==> src/rtl/dssr_pkg.sv <==
package dssr_pkg;

  // ----------------------------------------------------------------
  // Control word layout
  // ----------------------------------------------------------------
  localparam int CFG_W = 11;
  localparam int START_CH0_BIT = 0;
  localparam int DONE_CH0_BIT = 1;
  localparam int START_CH1_BIT = 2;
  localparam int DONE_CH1_BIT = 3;
  localparam int RANK_CH0_LSB = 4;
  localparam int RANK_CH1_LSB = 8;
  localparam int RANK_W = 3;

  // ----------------------------------------------------------------
  // Reset values and sizes
  // ----------------------------------------------------------------
  localparam int NUM_CH = 2;
  localparam int RATE_W = 5;
  localparam logic START_RST = 1'b0;
  localparam logic DONE_RST = 1'b0;
  localparam logic [RANK_W-1:0] RANK_RST = 3'h0;
  localparam logic [RATE_W-1:0] RATE_RST = 5'h00;
  // Accelerated scrub rate used while copying (arbitrary fast code)
  localparam logic [RATE_W-1:0] RATE_ACCEL = 5'h01;

  // ----------------------------------------------------------------
  // Copy engine states
  // ----------------------------------------------------------------
  typedef enum logic [2:0] {
    ST_IDLE = 3'b000,
    ST_SEEK = 3'b001,
    ST_ENTER = 3'b010,
    ST_COPY = 3'b011,
    ST_FIN = 3'b100
  } dssr_state_t;

endpackage : dssr_pkg

==> src/rtl/dssr_copy_if.sv <==
interface dssr_copy_if;
  import dssr_pkg::*;

  // Control from the register side
  logic start;
  logic done;
  logic [RANK_W-1:0] rank;
  // Scrubber progress seen by this channel
  logic step;
  logic [RANK_W-1:0] scrub_rank;
  // Engine answers
  logic busy;
  logic line_wr;
  logic finish;

  modport ctrl (
    output start, done, rank, step, scrub_rank,
    input busy, line_wr, finish
  );
  modport eng (
    input start, done, rank, step, scrub_rank,
    output busy, line_wr, finish
  );
endinterface : dssr_copy_if

==> src/rtl/dssr_swap_ctrl.sv <==
module dssr_swap_ctrl
  import dssr_pkg::*;
(
  // Clock and reset
  input wire logic ref_clk_i,
  input wire logic rst_b_i,
  // Software control word write
  input wire logic cfg_wr_i,
  input wire logic [CFG_W-1:0] cfg_wdata_i,
  // Software readback
  output logic [CFG_W-1:0] cfg_rdata_o,
  // System state
  input wire logic memory_enabled_i,
  input wire logic channel_gang_enable_i,
  // Scrubber progress and rate
  input wire logic scrub_step_i,
  input wire logic scrub_ch_i,
  input wire logic [RANK_W-1:0] scrub_rank_i,
  input wire logic [RATE_W-1:0] scrub_rate_prog_i,
  output logic [RATE_W-1:0] scrub_rate_o,
  // Channel controller steering
  output logic [NUM_CH-1:0] spare_mirror_o,
  output logic [NUM_CH-1:0] spare_line_wr_o,
  output logic [NUM_CH-1:0] spare_redirect_o,
  output logic [RANK_W-1:0] failing_rank_select_ch0_o,
  output logic [RANK_W-1:0] failing_rank_select_ch1_o
);

  // ----------------------------------------------------------------
  // Per-channel control state
  // ----------------------------------------------------------------
  logic [NUM_CH-1:0] start_q;
  logic [NUM_CH-1:0] done_q;
  logic [RANK_W-1:0] rank_q [NUM_CH];
  logic [NUM_CH-1:0] busy;
  logic [NUM_CH-1:0] line_wr;
  logic [NUM_CH-1:0] finish;

  // ----------------------------------------------------------------
  // Per-channel field decode and engines
  // ----------------------------------------------------------------
  genvar ch;
  generate
    for (ch = 0; ch < NUM_CH; ch++) begin : g_ch
      localparam int SB = (ch == 0) ? START_CH0_BIT : START_CH1_BIT;
      localparam int DB = (ch == 0) ? DONE_CH0_BIT : DONE_CH1_BIT;
      localparam int RB = (ch == 0) ? RANK_CH0_LSB : RANK_CH1_LSB;
      localparam logic CH_ID = 1'(ch);
      logic wr_start;
      logic wr_done;
      logic own_step;

      dssr_copy_if cp ();

      assign wr_start = cfg_wr_i && cfg_wdata_i[SB];
      // Forced swap is refused while memory is live
      assign wr_done = cfg_wr_i && cfg_wdata_i[DB] &&
                       !memory_enabled_i;
      // Ganged channels share one scrubber sweep
      assign own_step = scrub_step_i &&
                        (channel_gang_enable_i ||
                         (scrub_ch_i == CH_ID));

      // Start bit: write-1-only, held until cold reset
      always_ff @(posedge ref_clk_i or negedge rst_b_i) begin
        if (!rst_b_i) begin
          start_q[ch] <= START_RST;
        end else if (wr_start) begin
          start_q[ch] <= 1'b1;
        end
      end

      // Complete flag: set by copy end or by software, cleared only by cold reset
      always_ff @(posedge ref_clk_i or negedge rst_b_i) begin
        if (!rst_b_i) begin
          done_q[ch] <= DONE_RST;
        end else if (finish[ch]) begin
          done_q[ch] <= 1'b1;
        end else if (wr_done) begin
          done_q[ch] <= 1'b1;
        end
      end

      // Failing rank field, frozen once the swap is in effect
      always_ff @(posedge ref_clk_i or negedge rst_b_i) begin
        if (!rst_b_i) begin
          rank_q[ch] <= RANK_RST;
        end else if (cfg_wr_i && !done_q[ch]) begin
          rank_q[ch] <= cfg_wdata_i[RB +: RANK_W];
        end
      end

      // Engine hookup
      assign cp.start = start_q[ch];
      assign cp.done = done_q[ch];
      assign cp.rank = rank_q[ch];
      assign cp.step = own_step;
      assign cp.scrub_rank = scrub_rank_i;
      assign busy[ch] = cp.busy;
      assign line_wr[ch] = cp.line_wr;
      assign finish[ch] = cp.finish;

      dssr_chan_copy u_copy (
        .ref_clk_i (ref_clk_i),
        .rst_b_i (rst_b_i),
        .cp (cp.eng)
      );
    end
  endgenerate

  // ----------------------------------------------------------------
  // Readback
  // ----------------------------------------------------------------
  // Registered one cycle after the state it shows; reserved bits 0
  always_ff @(posedge ref_clk_i or negedge rst_b_i) begin
    if (!rst_b_i) begin
      cfg_rdata_o <= '0;
    end else begin
      cfg_rdata_o <= '0;
      cfg_rdata_o[START_CH0_BIT] <= start_q[0];
      cfg_rdata_o[DONE_CH0_BIT] <= done_q[0];
      cfg_rdata_o[START_CH1_BIT] <= start_q[1];
      cfg_rdata_o[DONE_CH1_BIT] <= done_q[1];
      cfg_rdata_o[RANK_CH0_LSB +: RANK_W] <= rank_q[0];
      cfg_rdata_o[RANK_CH1_LSB +: RANK_W] <= rank_q[1];
    end
  end

  // ----------------------------------------------------------------
  // Scrub rate
  // ----------------------------------------------------------------
  // One scrubber serves both channels, so either copy boosts it;
  // the programmed rate comes back the cycle after the copy ends.
  always_ff @(posedge ref_clk_i or negedge rst_b_i) begin
    if (!rst_b_i) begin
      scrub_rate_o <= RATE_RST;
    end else if (|busy) begin
      scrub_rate_o <= RATE_ACCEL;
    end else begin
      scrub_rate_o <= scrub_rate_prog_i;
    end
  end

  // ----------------------------------------------------------------
  // Channel controller steering
  // ----------------------------------------------------------------
  // Mirror only adds writes to the spare; traffic is never stalled
  always_ff @(posedge ref_clk_i or negedge rst_b_i) begin
    if (!rst_b_i) begin
      spare_mirror_o <= '0;
    end else begin
      spare_mirror_o <= busy;
    end
  end

  // Line copy strobes, one cycle behind the engine
  always_ff @(posedge ref_clk_i or negedge rst_b_i) begin
    if (!rst_b_i) begin
      spare_line_wr_o <= '0;
    end else begin
      spare_line_wr_o <= line_wr;
    end
  end

  // Redirect to spare only once the copy is whole or forced
  always_ff @(posedge ref_clk_i or negedge rst_b_i) begin
    if (!rst_b_i) begin
      spare_redirect_o <= '0;
    end else begin
      spare_redirect_o <= done_q;
    end
  end

  // Failing rank seen by each channel controller
  always_ff @(posedge ref_clk_i or negedge rst_b_i) begin
    if (!rst_b_i) begin
      failing_rank_select_ch0_o <= RANK_RST;
      failing_rank_select_ch1_o <= RANK_RST;
    end else begin
      failing_rank_select_ch0_o <= rank_q[0];
      failing_rank_select_ch1_o <= rank_q[1];
    end
  end

endmodule : dssr_swap_ctrl

==> src/rtl/dssr_chan_copy.sv <==
module dssr_chan_copy
  import dssr_pkg::*;
(
  // Clock and reset
  input wire logic ref_clk_i,
  input wire logic rst_b_i,
  // Link to the control registers
  dssr_copy_if.eng cp
);

  dssr_state_t state_q;
  dssr_state_t state_d;
  logic in_rank;

  // Scrub step that lands inside the failing rank
  assign in_rank = cp.step && (cp.scrub_rank == cp.rank);

  // ----------------------------------------------------------------
  // Sequencer
  // ----------------------------------------------------------------
  // Copy starts only at the first line of the rank so that one
  // sweep of the scrubber covers the whole rank exactly once.
  always_comb begin
    state_d = state_q;
    case (state_q)
      ST_IDLE: begin
        if (cp.start && !cp.done) begin
          state_d = ST_SEEK;
        end
      end
      ST_SEEK: begin
        if (cp.step && !in_rank) begin
          state_d = ST_ENTER;
        end
      end
      ST_ENTER: begin
        if (in_rank) begin
          state_d = ST_COPY;
        end
      end
      ST_COPY: begin
        if (cp.step && !in_rank) begin
          state_d = ST_FIN;
        end
      end
      ST_FIN: begin
        state_d = ST_IDLE;
      end
      default: begin
        state_d = ST_IDLE;
      end
    endcase
    // Software forced the swap: stop any copy at once
    if (cp.done) begin
      state_d = ST_IDLE;
    end
  end

  // State register
  always_ff @(posedge ref_clk_i or negedge rst_b_i) begin
    if (!rst_b_i) begin
      state_q <= ST_IDLE;
    end else begin
      state_q <= state_d;
    end
  end

  // Busy from seek to the end of the sweep
  always_ff @(posedge ref_clk_i or negedge rst_b_i) begin
    if (!rst_b_i) begin
      cp.busy <= 1'b0;
    end else begin
      cp.busy <= (state_d != ST_IDLE) && (state_d != ST_FIN);
    end
  end

  // One spare line write per scrubbed line of the rank
  always_ff @(posedge ref_clk_i or negedge rst_b_i) begin
    if (!rst_b_i) begin
      cp.line_wr <= 1'b0;
    end else begin
      cp.line_wr <= in_rank && !cp.done &&
                    ((state_q == ST_ENTER) || (state_q == ST_COPY));
    end
  end

  // Completion pulse
  always_ff @(posedge ref_clk_i or negedge rst_b_i) begin
    if (!rst_b_i) begin
      cp.finish <= 1'b0;
    end else begin
      cp.finish <= (state_d == ST_FIN);
    end
  end

endmodule : dssr_chan_copy

==> config.mk <==
export PLATFORM = sky130hd
export DESIGN_NAME = dssr_swap_ctrl
export DESIGN_NICKNAME = d
export VERILOG_FILES = /design/src/rtl/dssr_pkg.sv /design/src/rtl/dssr_copy_if.sv /design/src/rtl/dssr_swap_ctrl.sv /design/src/rtl/dssr_chan_copy.sv
export SDC_FILE = /design/constraint.sdc
export NUM_CORES = 1
export LEC_CHECK = 0
export BUFFER_PORTS_ARGS = -buffer_cell sky130_fd_sc_hd__buf_4
export CORE_MARGIN = 3
export CORE_UTILIZATION = 35
export DETAILED_ROUTE_END_ITERATION = 10
export PLACE_DENSITY_LB_ADDON = 0.1
export SLEW_MARGIN = 40
export SYNTH_ARGS = -nofsm -noshare
export SYNTH_HDL_FRONTEND = slang
export SYNTH_SLANG_ARGS = --single-unit
==> constraint.sdc <==
create_clock -name ref_clk_i -period 1.6 [get_ports ref_clk_i]
set_input_delay 0.4 -clock ref_clk_i [delete_from_list [all_inputs] [get_ports ref_clk_i]]
set_output_delay 0.4 -clock ref_clk_i [all_outputs]
set_load 0.005 [all_outputs]
==> out/qor.txt <==
Sequential Area: 0.00103 mm^2
Post-Syn Area: 0.00153 mm^2
CP required: 1780 ps
Tmin final: 1380 ps
crit share post-route: 86.3%
sequential area share after synthesis: 66.9%
max cap viols: 0
commonest non-fill, non-tap cell in the layout: buf_4
Syn Inst Count: 115
Initial Util: 37.3%
drt drc: 0
PnR worst setup slack: 219 ps
Worst Tran Pin Value: 506 ps
Die ar.: 0.00521 mm^2
CTS tree: done
1st-iter DRT viols: 50
DP Worst Slack: 101 ps
DR vias: 1,028
clk_skew: 1.98 ps
synth-to-layout area growth: 31.0%
Hold Crit Class: in2async
Slew HR: 66.3%
Port-buffer cells: 51
Setup Crit Path Kind: reg2reg
Max VDD drop: 0.000597 V
synth top area cells: dfrtp_1 67%, buf_4 4.4%, mux2_2 4.4%
Max clock buf depth: 2
final hold violations: 0
multi-input logic area: 429 um^2
grt ovf: 0
GRT Overall Usage: 12.6%
reg2reg setup slack: 220 ps
final setup TNS: 0 ps
routed wire length per instance: 13.4 um
Reg-to-Reg Start: g_ch[0].cp.rank[1]$_DFFE_PN0P_
Worst R2R Path Depth: 4
Post-DRT Antenna Nets: 0
HPWL after DPL: 2210 um
Avg Cell Area, Syn: 13.3 um^2
DR pass1 iterations: 4
share of post-route cells with drive strength above 1: 40.7%
setup bufs post-CTS: 0
final net count: 192
Row Count: 23
clk slew on worst S/H paths: 70 ps
Die W: 72.2 um
Final Routed Wirelength: 2910 um
clk_lat worst skew: 280 ps
FILL cells: 399
outcome: finished clean
Yosys top cell area share: 66.9%
top cell type by total area after synthesis: dfrtp_1
Critical Path End Type: register
Fmax: 724 MHz
startpoint types: register
Resized Gates After CTS: 0
crit path to: g_ch[0].u_copy.state_q[0]$_DFF_PN0_
Inserted Diodes: 0
clock root cell: clkbuf_8
final setup violation count: 0
post-route cell area: 0.00201 mm^2
placed cell area: 0.00193 mm^2
final slew viol count: 0
Num Clock Sinks: 41
Die Height: 72.2 um
DR vias/cell: 4.74
first-pass GRT wire length: 5020 um
initial antenna violation count: 0
crit-path max FO: 3
CTS Buf Count: 5
vias in the first global route: 1,080
GP Congestion: 0.742
syn_nets: 141
Synth cell types: 25
Reg-to-Reg End: g_ch[0].u_copy.state_q[0]$_DFF_PN0_
Setup crit start: g_ch[0].cp.rank[1]$_DFFE_PN0P_
Leak: 0.928 nW
flops & latches, synth: 41
H-Tree Depth: 2
largest net degree at the start of global routing: 42
hold buffers post-CTS: 0
Ys Warns: 0
commonest cells after routing, fill and taps aside: 53 x buf_4, 41 x dfrtp_1, 7 x xnor2_1, 7 x nor2_1, 6 x mux2_2
Ports: 54
Core Area: 0.00412 mm^2
RSZ-0062 raised after global routing: no
arrival time at the worst endpoint: 1560 ps
pwr dens: 1170 mW/mm^2
==> where the power goes <==
group / internal, W / total (W) / leakage [nW] / switching (W)
combinational: 0.000293 / 0.000467 / 0.391 / 0.000174
sequential: 0.00117 / 0.00126 / 0.492 / 0.0000917
clock: 0.000302 / 0.000636 / 0.0450 / 0.000334
==> synth_stat cells <==
cell,instances
o211a_1,1
a311oi_2,1
nor2_1,7
o31ai_1,3
inv_1,3
and2_1,5
a21o_1,2
nand2_1,4
nor3_1,2
a211o_1,2
dfrtp_1,41
buf_4,9
a31o_2,1
o221ai_1,1
xnor2_1,7
o211ai_1,1
nand3_1,3
a211oi_1,1
or3_1,2
conb_1,1
nor2b_1,5
a31oi_1,3
mux2_2,6
a21oi_1,1
nor4_1,3
==> critical path, cell delays in order, from the launching register on <==
cell	delay, ps
dfrtp_1	410
xnor2_1	160
a311oi_2	360
o221ai_1	170
and2_1	180
==> routing by layer <==
layer / part of all wire [%] / GRT usage (%)
met2: 46 / 18.9
met5: 0 / 0
met1: 41 / 15.4
met3: 11 / 6.23
met4: 1.2 / 5.43
==> per-stage QoR <==
stage	power (W)	hold slack (ps)	instances	util (%)
global route	0.00250	112	217	48.8
global placement	0.00175	334	209	46.8
floorplan	0.00153	104	115	-
CTS	0.00240	95.9	217	48.8
finish	0.00236	78.9	217	48.8
detailed placement	0.00175	335	209	46.8
==> cell families (layout without fill, tap and decap cells) <==
kind of cell	after synthesis	count (layout)	synth area share [%]
buffers and inverters	12	64	5.14
other	1	1	0.244
XOR/XNOR	7	7	4.00
AO/OA/AOI/OAI	17	17	8.89
flip-flops	41	41	66.9
AND/OR/NAND/NOR	31	31	10.4
multiplexers	6	6	4.40
==> area by class of cell <==
type / count / share of cell area [%]
flip-flops and latches: 41 / 51.1
multi-input cells: 62 / 21.4
repair buffers: 53 / 19.8
clock buffers: 6 / 3.61
well taps: 50 / 3.11
inverters: 3 / 0.560
clock inverters: 2 / 0.498
==> sequential cells by signal, summed over array words and instances (netlist names) <==
register	flops
spare_redirect_o	1
g_ch.u_copy.state_q	6
g_ch.cp.rank	6
failing_rank_select_ch1_o	2
g_ch.u_copy.cp.busy	2
g_ch.cp.start	2
g_ch.cp.done	2
failing_rank_select_ch0_o	2
g_ch.u_copy.cp.finish	2
spare_mirror_o	2
scrub_rate_o	5
g_ch.u_copy.cp.line_wr	2
cfg_rdata_o	5
spare_line_wr_o	2
==> worst min path at each step <==
| stage | cells after the start | end |
|---|---|---|
| final | 1 | scrub_rate_o[2]$_DFF_PN0_ |
| after global routing | 1 | g_ch[1].u_copy.state_q[1]$_DFF_PN0_ |
| after CTS | 1 | scrub_rate_o[2]$_DFF_PN0_ |
| after detailed placement | 0 | spare_line_wr_o[0]$_DFF_PN0_ |
| after global placement | 0 | spare_line_wr_o[0]$_DFF_PN0_ |
| after floorplan | 0 | cfg_rdata_o[0]$_DFF_PN0_ |
Note: power is estimated with default switching activity, not from simulation.
